$ cat src/logic/tlv_engine_consts.svh
/*
 Constants of the TLV object transfer engine: status words, tag ranges,
 length prefixes and P2 fields. Assumes inclusion by bare name.
*/
`ifndef TLV_ENGINE_CONSTS_SVH
`define TLV_ENGINE_CONSTS_SVH

`define SW_OK          16'h9000
`define SW_MORE_RD     16'h62F1
`define SW_MORE_RD_PRO 16'h62F2
`define SW_MORE_WR     16'h63F1
`define SW_MORE_WR_PRO 16'h63F2
`define SW_BAD_DATA    16'h6A80
`define SW_NOT_FOUND   16'h6A88
`define SW_NO_USE      16'h6985
`define SW_BAD_P1P2    16'h6A86
`define SW_NO_ACCESS   16'h6982
`define SW_BAD_LEN     16'h6700

`define TAG_LIST     8'h5C
`define TAG_P1_LO    8'h80
`define TAG_P1_HI    8'h9E
`define TAG_C1_LO    8'hA0
`define TAG_C1_HI    8'hBE
`define TAG_P_EXT    8'h9F
`define TAG_C_EXT    8'hBF
`define TAG2_LO      8'h1F
`define TAG_LAST_HI  8'h7F
`define TAG3_MID_LO  8'h81
`define TAG_N_1      2'h1
`define TAG_N_2      2'h2
`define TAG_N_3      2'h3

`define LEN_SHORT_MAX 8'h7F
`define LEN_1B        8'h81
`define LEN_2B        8'h82
`define LEN_3B        8'h83
`define LEN_1B_MIN    8'h80
`define LEN_1B_MAX    24'h00_00FF
`define LEN_2B_MIN    16'h0100
`define LEN_2B_MAX    24'h00_FFFF
`define LEN_3B_MIN    24'h01_0000
`define LEN_N_1       3'h1
`define LEN_N_2       3'h2
`define LEN_N_3       3'h3
`define LEN_N_4       3'h4

`define P2_BLK_HI 7
`define P2_BLK_LO 6
`define P2_SFI_HI 4
`define P2_SFI_LO 0
`define P2_FIRST  2'h2
`define P2_NEXT   2'h0
`define P2_RETX   2'h1

`endif

$ cat src/logic/tlv_pkg.sv
/*
 Types shared by the TLV object transfer engine.
 Assumes nothing of its surroundings.
*/
package tlv_pkg;
    typedef enum logic [1:0] {
        BLK_NEXT,
        BLK_RETX,
        BLK_FIRST,
        BLK_RFU
    } blk_t;
endpackage : tlv_pkg

$ cat src/logic/tlv_if.sv
/*
 Carrier between the engine and its tag checker and length codec.
 Assumes purely combinational leaves on the same clock.
*/
`timescale 1ns/1ps
interface tlv_if;
    logic [23:0] tag;
    logic        tag_ok;
    logic [31:0] dec_in;
    logic [23:0] dec_val;
    logic        dec_ok;
    logic [23:0] enc_val;
    logic [31:0] enc_out;
    logic [2:0]  enc_n;
    modport eng (output tag, dec_in, enc_val,
                 input tag_ok, dec_val, dec_ok, enc_out, enc_n);
    modport chk (input tag, output tag_ok);
    modport codec (input dec_in, enc_val,
                   output dec_val, dec_ok, enc_out, enc_n);
endinterface : tlv_if

$ cat src/logic/tlv_len_codec.sv
/*
 Decodes a received length field with a minimality check and encodes an
 object length in the shortest form. Assumes field left-aligned in 32 bits.
*/
`timescale 1ns/1ps
`include "tlv_engine_consts.svh"
module tlv_len_codec (
    tlv_if.codec l
);
    logic [7:0] pfx;
    logic [23:0] v;

    always_comb begin
        pfx = l.dec_in[31:24];
        l.dec_val = 24'h00_0000;
        l.dec_ok = 1'b0;
        if (pfx <= `LEN_SHORT_MAX) begin
            l.dec_val = {16'h0000, pfx};
            l.dec_ok = 1'b1;
        end else if (pfx == `LEN_1B) begin
            l.dec_val = {16'h0000, l.dec_in[23:16]};
            l.dec_ok = l.dec_in[23:16] >= `LEN_1B_MIN;
        end else if (pfx == `LEN_2B) begin
            l.dec_val = {8'h00, l.dec_in[23:8]};
            l.dec_ok = l.dec_in[23:8] >= `LEN_2B_MIN;
        end else if (pfx == `LEN_3B) begin
            l.dec_val = l.dec_in[23:0];
            l.dec_ok = l.dec_in[23:0] >= `LEN_3B_MIN;
        end
    end

    // Shortest form always, whatever the store keeps internally
    always_comb begin
        v = l.enc_val;
        if (v <= {16'h0000, `LEN_SHORT_MAX}) begin
            l.enc_out = {v[7:0], 24'h00_0000};
            l.enc_n = `LEN_N_1;
        end else if (v <= `LEN_1B_MAX) begin
            l.enc_out = {`LEN_1B, v[7:0], 16'h0000};
            l.enc_n = `LEN_N_2;
        end else if (v <= `LEN_2B_MAX) begin
            l.enc_out = {`LEN_2B, v[15:0], 8'h00};
            l.enc_n = `LEN_N_3;
        end else begin
            l.enc_out = {`LEN_3B, v};
            l.enc_n = `LEN_N_4;
        end
    end
endmodule : tlv_len_codec

$ cat src/logic/tlv_object_transfer_engine.sv
/*
 Card-side engine for segmented store and retrieval of TLV objects.
 Assumes an APDU front end that presents one decoded command per cycle
 and an object store that answers lookups in the same cycle.
*/
`timescale 1ns/1ps
`include "tlv_engine_consts.svh"
module tlv_object_transfer_engine
    import tlv_pkg::*;
#(
    parameter int NCH = 4,
    parameter int CW  = (NCH > 1) ? $clog2(NCH) : 1
) (
    input  wire logic              i_clk,
    input  wire logic              i_rst_b,
    input  wire logic              i_cmd_valid,
    input  wire logic [CW-1:0]     i_cmd_chan,
    input  wire logic              i_cmd_store,
    input  wire logic [7:0]        i_cmd_p2,
    input  wire logic [23:0]       i_cmd_tag,
    input  wire logic [31:0]       i_cmd_lenb,
    input  wire logic [7:0]        i_cmd_seg,
    input  wire logic [8:0]        i_cmd_le,
    input  wire logic              i_pro_pend,
    input  wire logic              i_obj_found,
    input  wire logic [23:0]       i_obj_len,
    input  wire logic              i_read_ok,
    input  wire logic              i_update_ok,
    input  wire logic              i_abort,
    input  wire logic [CW-1:0]     i_abort_chan,
    output logic                   o_rsp_valid,
    output logic [15:0]            o_rsp_sw,
    output logic [CW-1:0]          o_rsp_chan,
    output logic [23:0]            o_rsp_tag,
    output logic                   o_rsp_hdr,
    output logic [31:0]            o_rsp_lenb,
    output logic [2:0]             o_rsp_lenn,
    output logic [23:0]            o_rsp_off,
    output logic [8:0]             o_rsp_cnt,
    output logic                   o_rsp_commit,
    output logic                   o_rsp_list,
    output logic [NCH-1:0]         o_rsp_pend,
    output logic [NCH-1:0]         o_pend_mask,
    output logic [NCH*24-1:0]      o_pend_tags
);

    localparam int TW = 24;

    ////////////////////////////////////////////////////////////////////////
    // Per-channel transfer context

    logic [NCH-1:0] act;
    logic [NCH-1:0] st;
    logic [NCH-1:0] done;
    logic [NCH-1:0] pend;
    logic [NCH-1:0] pok;
    logic [NCH-1:0] phdr;
    logic [23:0]    tg   [NCH];
    logic [23:0]    off  [NCH];
    logic [23:0]    olen [NCH];
    logic [23:0]    poff [NCH];
    logic [8:0]     pcnt [NCH];

    ////////////////////////////////////////////////////////////////////////
    // Decision signals

    tlv_if          tif ();
    blk_t           blk;
    logic           sfi0;
    logic           acc;
    logic           conf;
    logic           is_list;
    logic [23:0]    rem;
    logic [8:0]     seg9;
    logic [15:0]    more;
    logic           ok;
    logic [15:0]    next_sw;
    logic [23:0]    next_roff;
    logic [8:0]     next_cnt;
    logic           next_hdr;
    logic           next_commit;
    logic           next_list;
    logic [23:0]    next_off;
    logic [23:0]    next_len;
    logic           next_done;

    ////////////////////////////////////////////////////////////////////////
    // Helpers

    function automatic blk_t blk_of(input logic [7:0] p2);
        blk_t b;
        unique case (p2[`P2_BLK_HI:`P2_BLK_LO])
            `P2_FIRST: b = BLK_FIRST;
            `P2_NEXT:  b = BLK_NEXT;
            `P2_RETX:  b = BLK_RETX;
            default:   b = BLK_RFU;
        endcase
        return b;
    endfunction : blk_of

    // Segment size bounded by both Le and what is left of the object
    function automatic logic [8:0] clip(input logic [8:0]  le,
                                        input logic [23:0] left);
        logic [8:0] r;
        r = (left < {15'h0000, le}) ? left[8:0] : le;
        return r;
    endfunction : clip

    tlv_tag_check u_tag (
        .t (tif.chk)
    );

    tlv_len_codec u_len (
        .l (tif.codec)
    );

    assign tif.tag     = i_cmd_tag;
    assign tif.dec_in  = i_cmd_lenb;
    assign tif.enc_val = i_obj_len;

    ////////////////////////////////////////////////////////////////////////
    // Command decision

    always_comb begin
        blk  = blk_of(i_cmd_p2);
        sfi0 = i_cmd_p2[`P2_SFI_HI:`P2_SFI_LO] == 5'h00;
        acc  = i_cmd_store ? i_update_ok : i_read_ok;
        is_list = i_cmd_tag == {16'h0000, `TAG_LIST};
        rem  = olen[i_cmd_chan] - off[i_cmd_chan];
        seg9 = {1'h0, i_cmd_seg};
        if (i_cmd_store) begin
            more = i_pro_pend ? `SW_MORE_WR_PRO : `SW_MORE_WR;
        end else begin
            more = i_pro_pend ? `SW_MORE_RD_PRO : `SW_MORE_RD;
        end
        // Another channel holding this object blocks it unless both only read
        conf = 1'b0;
        for (int c = 0; c < NCH; c++) begin
            if ((c != int'(i_cmd_chan)) && act[c] && (tg[c] == i_cmd_tag)
                && (st[c] || i_cmd_store)) begin
                conf = 1'b1;
            end
        end
        ok          = 1'b0;
        next_sw     = `SW_BAD_P1P2;
        next_roff   = off[i_cmd_chan];
        next_cnt    = 9'h000;
        next_hdr    = 1'b0;
        next_commit = 1'b0;
        next_list   = 1'b0;
        next_off    = off[i_cmd_chan];
        next_len    = olen[i_cmd_chan];

        if ((blk == BLK_RFU) || ((blk != BLK_FIRST) && !sfi0)) begin
            next_sw = `SW_BAD_P1P2;
        end else if (!acc) begin
            next_sw = `SW_NO_ACCESS;
        end else if (blk == BLK_FIRST) begin
            if (!i_cmd_store && is_list) begin
                // List object is built by the store; pending tags added
                ok        = 1'b1;
                next_list = 1'b1;
                next_hdr  = 1'b1;
                next_roff = 24'h00_0000;
                next_cnt  = clip(i_cmd_le, i_obj_len);
                next_len  = i_obj_len;
                next_off  = {15'h0000, next_cnt};
            end else if (!tif.tag_ok) begin
                next_sw = `SW_BAD_DATA;
            end else if (conf) begin
                next_sw = `SW_NO_USE;
            end else if (i_cmd_store) begin
                if (!tif.dec_ok) begin
                    next_sw = `SW_BAD_DATA;
                end else if ({16'h0000, i_cmd_seg} > tif.dec_val) begin
                    next_sw = `SW_BAD_LEN;
                end else begin
                    ok          = 1'b1;
                    next_commit = 1'b1;
                    next_roff   = 24'h00_0000;
                    next_cnt    = seg9;
                    next_len    = tif.dec_val;
                    next_off    = {16'h0000, i_cmd_seg};
                end
            end else if (!i_obj_found) begin
                next_sw = `SW_NOT_FOUND;
            end else begin
                ok        = 1'b1;
                next_hdr  = 1'b1;
                next_roff = 24'h00_0000;
                next_cnt  = clip(i_cmd_le, i_obj_len);
                next_len  = i_obj_len;
                next_off  = {15'h0000, next_cnt};
            end
        end else if (!act[i_cmd_chan] || (st[i_cmd_chan] != i_cmd_store)) begin
            next_sw = `SW_NO_USE;
        end else if (blk == BLK_NEXT) begin
            if (done[i_cmd_chan]) begin
                next_sw = `SW_BAD_P1P2;
            end else if (i_cmd_store) begin
                if ({16'h0000, i_cmd_seg} > rem) begin
                    next_sw = `SW_BAD_LEN;
                end else begin
                    ok          = 1'b1;
                    next_commit = 1'b1;
                    next_cnt    = seg9;
                    next_off    = off[i_cmd_chan] + {16'h0000, i_cmd_seg};
                end
            end else begin
                ok       = 1'b1;
                next_cnt = clip(i_cmd_le, rem);
                next_off = off[i_cmd_chan] + {15'h0000, next_cnt};
            end
        end else if (!pok[i_cmd_chan]) begin
            next_sw = `SW_NO_USE;
        end else if (i_cmd_store) begin
            // Rewrite the previous block in place
            if ({16'h0000, i_cmd_seg} > (olen[i_cmd_chan] - poff[i_cmd_chan]))
            begin
                next_sw = `SW_BAD_LEN;
            end else begin
                ok          = 1'b1;
                next_commit = 1'b1;
                next_roff   = poff[i_cmd_chan];
                next_cnt    = seg9;
                next_off    = poff[i_cmd_chan] + {16'h0000, i_cmd_seg};
            end
        end else begin
            ok        = 1'b1;
            next_roff = poff[i_cmd_chan];
            next_cnt  = pcnt[i_cmd_chan];
            next_hdr  = phdr[i_cmd_chan];
        end

        next_done = next_off == next_len;
        if (ok) begin
            next_sw = next_done ? `SW_OK : more;
        end
    end

    ////////////////////////////////////////////////////////////////////////
    // Channel context update

    always_ff @(posedge i_clk) begin
        if (!i_rst_b) begin
            act  <= '0;
            st   <= '0;
            done <= '0;
            pend <= '0;
            pok  <= '0;
            phdr <= '0;
            for (int c = 0; c < NCH; c++) begin
                tg[c]   <= 24'h00_0000;
                off[c]  <= 24'h00_0000;
                olen[c] <= 24'h00_0000;
                poff[c] <= 24'h00_0000;
                pcnt[c] <= 9'h000;
            end
        end else begin
            if (i_cmd_valid) begin
                pok[i_cmd_chan] <= ok;
                // Errors leave pointer and offset as they were
                if (ok) begin
                    act[i_cmd_chan]  <= 1'b1;
                    st[i_cmd_chan]   <= i_cmd_store;
                    done[i_cmd_chan] <= next_done;
                    pend[i_cmd_chan] <= i_cmd_store && !next_done
                                        && !next_list;
                    off[i_cmd_chan]  <= next_off;
                    olen[i_cmd_chan] <= next_len;
                    poff[i_cmd_chan] <= next_roff;
                    pcnt[i_cmd_chan] <= next_cnt;
                    phdr[i_cmd_chan] <= next_hdr;
                    if (blk == BLK_FIRST) begin
                        tg[i_cmd_chan] <= i_cmd_tag;
                    end
                end
            end
            // Abort applied last, so it wins over a same-cycle command
            if (i_abort) begin
                act[i_abort_chan]  <= 1'b0;
                pend[i_abort_chan] <= 1'b0;
                done[i_abort_chan] <= 1'b0;
                pok[i_abort_chan]  <= 1'b0;
            end
        end
    end

    ////////////////////////////////////////////////////////////////////////
    // Response register

    always_ff @(posedge i_clk) begin
        if (!i_rst_b) begin
            o_rsp_valid  <= 1'b0;
            o_rsp_sw     <= `SW_OK;
            o_rsp_chan   <= '0;
            o_rsp_tag    <= 24'h00_0000;
            o_rsp_hdr    <= 1'b0;
            o_rsp_lenb   <= 32'h0000_0000;
            o_rsp_lenn   <= 3'h0;
            o_rsp_off    <= 24'h00_0000;
            o_rsp_cnt    <= 9'h000;
            o_rsp_commit <= 1'b0;
            o_rsp_list   <= 1'b0;
            o_rsp_pend   <= '0;
        end else begin
            o_rsp_valid  <= i_cmd_valid;
            o_rsp_commit <= i_cmd_valid && next_commit;
            if (i_cmd_valid) begin
                o_rsp_sw   <= next_sw;
                o_rsp_chan <= i_cmd_chan;
                o_rsp_tag  <= ok ? ((blk == BLK_FIRST) ? i_cmd_tag
                                    : tg[i_cmd_chan]) : i_cmd_tag;
                o_rsp_hdr  <= ok && next_hdr;
                o_rsp_lenb <= tif.enc_out;
                o_rsp_lenn <= tif.enc_n;
                o_rsp_off  <= next_roff;
                o_rsp_cnt  <= ok ? next_cnt : 9'h000;
                o_rsp_list <= ok && next_list;
                // Other channels' unfinished stores join the list
                o_rsp_pend <= (ok && next_list)
                    ? (pend & ~(NCH'(1) << i_cmd_chan)) : '0;
            end
        end
    end

    assign o_pend_mask = pend;

    for (genvar c = 0; c < NCH; c++) begin : g_pend
        assign o_pend_tags[c*TW +: TW] = tg[c];
    end

endmodule : tlv_object_transfer_engine

$ cat src/logic/tlv_tag_check.sv
/*
 Checks a right-aligned tag of one to three bytes against the
 context-specific ranges. Assumes leading unused bytes are zero.
*/
`timescale 1ns/1ps
`include "tlv_engine_consts.svh"
module tlv_tag_check (
    tlv_if.chk t
);
    logic [7:0] b2;
    logic [7:0] b1;
    logic [7:0] b0;
    logic       ext2;
    logic       ext3;

    always_comb begin
        b2 = t.tag[23:16];
        b1 = t.tag[15:8];
        b0 = t.tag[7:0];
        ext2 = (b1 == `TAG_P_EXT) || (b1 == `TAG_C_EXT);
        ext3 = (b2 == `TAG_P_EXT) || (b2 == `TAG_C_EXT);
        if (b2 != 8'h00) begin
            t.tag_ok = ext3 && (b1 >= `TAG3_MID_LO)
                && (b0 <= `TAG_LAST_HI);
        end else if (b1 != 8'h00) begin
            t.tag_ok = ext2 && (b0 >= `TAG2_LO)
                && (b0 <= `TAG_LAST_HI);
        end else begin
            t.tag_ok = ((b0 >= `TAG_P1_LO) && (b0 <= `TAG_P1_HI))
                || ((b0 >= `TAG_C1_LO) && (b0 <= `TAG_C1_HI));
        end
    end
endmodule : tlv_tag_check

$ cat config.mk
export PLATFORM = sky130hd
export DESIGN_NAME = tlv_object_transfer_engine
export DESIGN_NICKNAME = d
export VERILOG_FILES = /design/src/logic/tlv_pkg.sv /design/src/logic/tlv_if.sv /design/src/logic/tlv_len_codec.sv /design/src/logic/tlv_object_transfer_engine.sv /design/src/logic/tlv_tag_check.sv
export VERILOG_INCLUDE_DIRS = /design/src /design/src/logic
export SDC_FILE = /design/constraint.sdc
export NUM_CORES = 2
export LEC_CHECK = 0
export BUFFER_PORTS_ARGS = -buffer_cell sky130_fd_sc_hd__buf_2
export CORE_ASPECT_RATIO = 0.75
export CORE_UTILIZATION = 25
export DETAILED_ROUTE_END_ITERATION = 7
export GPL_TIMING_DRIVEN = 1
export PLACE_DENSITY_LB_ADDON = 0.08
export SETUP_SLACK_MARGIN = 0.5
export SLEW_MARGIN = 10
export SYNTH_ARGS = -nofsm -noshare
export SYNTH_HDL_FRONTEND = slang
export SYNTH_SLANG_ARGS = --single-unit
$ cat constraint.sdc
create_clock -name i_clk -period 12 [get_ports i_clk]
set_clock_uncertainty 0.15 [all_clocks]
set_input_delay 0.6 -clock i_clk [delete_from_list [all_inputs] [get_ports i_clk]]
set_output_delay 0.6 -clock i_clk [all_outputs]
set_load 0.1 [all_outputs]
==> impl_metrics.csv <==
group,metric,value,unit
sta,setup-tns-final,0,ns
sta,post-route-period-util,0.828,
synthesis,synth_ff_type,"edfxtp_1",
setup_path,slowest_stage,"mux4_2",
sta,fin_crit,9.93,ns
setup_path,crit_top_cell,"a21oi_1",
detailed_routing,viasPerCell,5.49,
synthesis,ys_seq_area_frac,0.451,
layout,fillers,13967,
sta,finalSetupViolations,0,
power_and_ir_drop,p_per_area,144,nW/um2
place,placed_cell_area,38100,um2
sta,slew_viol_final,0,
clock_tree,cts_hold_buf,0,
layout,drive_above_1_share,0.191,
status,status,"completed",
place,place_congestion,0.966,
synthesis,syn_avg_cell_area,9.91,um2
sta,hold_violations,0,
layout,area_growth,19.0,%
layout,final_area,40500,um2
clock_tree,cts_root_buf,"clkbuf_16",
setup_path,required,12.37,ns
setup_path,max_stage_delay,0.59,ns
synthesis,yosysUniqueCellTypes,96,
layout,nets,3970,
die,initial_core_util,0.254,
clock_tree,insertion_delay,0.70,ns
detailed_routing,wl_per_cell,31.2,um
synthesis,synth-async-reset-ratio,0,
setup_path,reg2reg_slack,2.35,ns
flow_run,drv_cap,0,
clock_tree,cts_sinks,558,
detailed_routing,drt_first_pass_iters,5,
clock_tree,htreeDepth,3,
synthesis,ys_ff_latch,558,
die,die_area,138000,um2
synthesis,synth_edf_count,420,
die,die_height,322,um
setup_path,critPathArrivalTime,10.30,ns
grt,grt_max_degree,63,
layout,final_util,0.302,
setup_path,critPathCaptureType,"flip-flop",
clock_tree,cts_made_buffers,68,
sta,tightest_slew,1.23,ns
clock_tree,ctsResizeCount,0,
grt,gr-total-overflow,0,
clock_tree,clkTransAtPathRegs,0.06,ns
detailed_routing,drt_iter0_markers,3873,
layout,seqCellArea,15400,um2
clock_tree,cts_tree,"yes",
layout,multi_input_area,17500,um2
die,rows,116,
setup_path,cp_max_fo,33,
grt,grt_use_total,0.246,
grt,grt_pass1_vias,28543,
synthesis,synth_warnings,0,
clock_tree,post_cts_buffers,0,
synthesis,synthCells,3435,
die,fp.dieW,428,um
setup_path,path_class,"in -> reg",
sta,grt_setup_unrepaired,"no",
place,io_buffers,334,
grt,grt_pass1_wl,239,mm
power_and_ir_drop,leakage,0.0156,uW
place,place_worst_setup_slack,1.63,ns
die,core-area,134000,um2
sta,setup_slack,2.07,ns
power_and_ir_drop,vdd.ir_drop.worst,0.0914,mV
setup_path,start_kind,"input pin",
sta,fmax,0.101,GHz
hold_path,hold_class,"in -> reg",
grt,grt_antenna_before_repair,5,
detailed_routing,wirelength,174,mm
clock_tree,clockBufferDepth,3,
detailed_routing,antenna_left,0,
place,hpwl,131,mm
detailed_routing,routed-via-count,30526,
die,pin_count,336,
sta,relSlewSlack,0.181,
synthesis,netlist_area,34100,um2
detailed_routing,drc,0,
==> path summary, 6_finish.rpt <==
check,from,to,cells past startpoint
hold reg to reg,o_rsp_lenb[17]$_SDFFE_PN0P_,o_rsp_lenb[17]$_SDFFE_PN0P_,2
setup reg to reg,olen[0][16]$_SDFFCE_PN0P_,o_pend_mask[2]$_SDFF_PN0_,30
hold / removal,i_obj_len[16],o_rsp_lenb[16]$_SDFFE_PN0P_,3
setup / recovery,i_cmd_chan[0],o_pend_mask[2]$_SDFF_PN0_,32
==> registers in the layout (all words and copies together) (netlist names), 2 cells and up <==
signal / flops
off: 96
olen: 96
poff: 96
tg: 96
pcnt: 36
o_rsp_lenb: 32
o_rsp_off: 24
o_rsp_tag: 24
o_rsp_sw: 12
o_rsp_cnt: 9
act: 4
done: 4
o_pend_mask: 4
o_rsp_pend: 4
phdr: 4
pok: 4
st: 4
o_rsp_lenn: 3
o_rsp_chan: 2
==> metal layers <==
metal  vias to the layer above  GRT usage  share of wire  routed length (um)
li1                      13414          -              -                   -
met1                     15593      0.390           0.51               88000
met2                      1353      0.330           0.39               67900
met3                       166     0.0545          0.083               14500
met4                         0     0.0525          0.020                3410
met5                         -          0              0                   0
==> kinds of logic after synthesis <==
| family | Yosys count | synth area share |
|---|---|---|
| mux | 191 | 0.0961 |
| other cells | 1 | 0.000110 |
| fa+ha+maj | 116 | 0.0437 |
| compound gates | 762 | 0.149 |
| buf+inv | 352 | 0.0400 |
| simple gates | 1297 | 0.179 |
| flops | 558 | 0.451 |
| xor+xnor | 158 | 0.0406 |
==> critical path, delay by kind of cell <==
family                   cells  cell delay [ns]
AND/OR/NAND/NOR              8             2.18
buffers and inverters        4             1.22
XOR/XNOR                     1             0.34
adder cells (fa/ha/maj)      3             0.91
AO/OA/AOI/OAI               15             4.37
multiplexers                 1             0.59
==> synth_stat cells, types with 41 or more instances <==
cell type | number | area [um2]
nand2_1 | 278 | 1040
xnor2_1 | 110 | 963
and3_1 | 80 | 500
dfxtp_1 | 138 | 2760
nor2_1 | 529 | 1990
a21o_1 | 41 | 308
xor2_1 | 48 | 420
mux4_2 | 107 | 2410
mux2i_1 | 67 | 671
a211oi_1 | 44 | 330
nor3_1 | 59 | 295
nand3_1 | 65 | 325
nand4_1 | 64 | 400
inv_1 | 145 | 544
a21oi_1 | 185 | 926
ha_1 | 111 | 1390
clkbuf_1 | 166 | 623
o21ai_0 | 152 | 761
edfxtp_1 | 420 | 12600
==> area by class of cell <==
cell class              count  area share
multi-input cells        2528       0.432
well taps                1770      0.0547
inverters                 146      0.0135
diodes                      4    0.000247
repair buffers            434      0.0617
clock inverters            27      0.0105
flip-flops and latches    558       0.380
clock buffers              97      0.0482
==> per-stage QoR <==
step                      hold WS [ns]  total power [uW]  cells
after floorplan                  0.283              3130   3438
after global placement           0.281              3620   5436
after detailed placement         0.282              3610   5436
after CTS                       0.0556              5880   5560
after global routing            0.0973              6040   5561
final                            0.121              5850   5564
==> power by group <==
group | switching, uW | total [uW] | internal [uW] | leakage (uW)
sequential | 50.1 | 2190 | 2140 | 0.00536
combinational | 1030 | 1400 | 376 | 0.00912
clock | 931 | 2250 | 1320 | 0.00116
total | 2010 | 5850 | 3840 | 0.0156
==> cells in the final DEF (no fill, tap or decap), types with 21 or more instances in the layout <==
| master | instances |
|---|---|
| xnor2_1 | 110 |
| mux4_2 | 107 |
| buf_2 | 332 |
| dfxtp_1 | 138 |
| o21ai_1 | 21 |
| nor2_1 | 525 |
| edfxtp_1 | 420 |
| nor4_1 | 36 |
| a22oi_1 | 31 |
| inv_1 | 145 |
| nand2b_1 | 33 |
| nand4_1 | 64 |
| and3_1 | 80 |
| nand3_1 | 65 |
| o21ai_0 | 146 |
| a21oi_1 | 185 |
| o211ai_1 | 28 |
| a211oi_1 | 43 |
| xor2_1 | 48 |
| buf_4 | 95 |
| ha_1 | 111 |
| clkbuf_16 | 70 |
| nor3_1 | 59 |
| and2_1 | 30 |
| a21o_1 | 41 |
| nand2_1 | 269 |
| mux2i_1 | 67 |
Power figures use the tool's default switching activity.
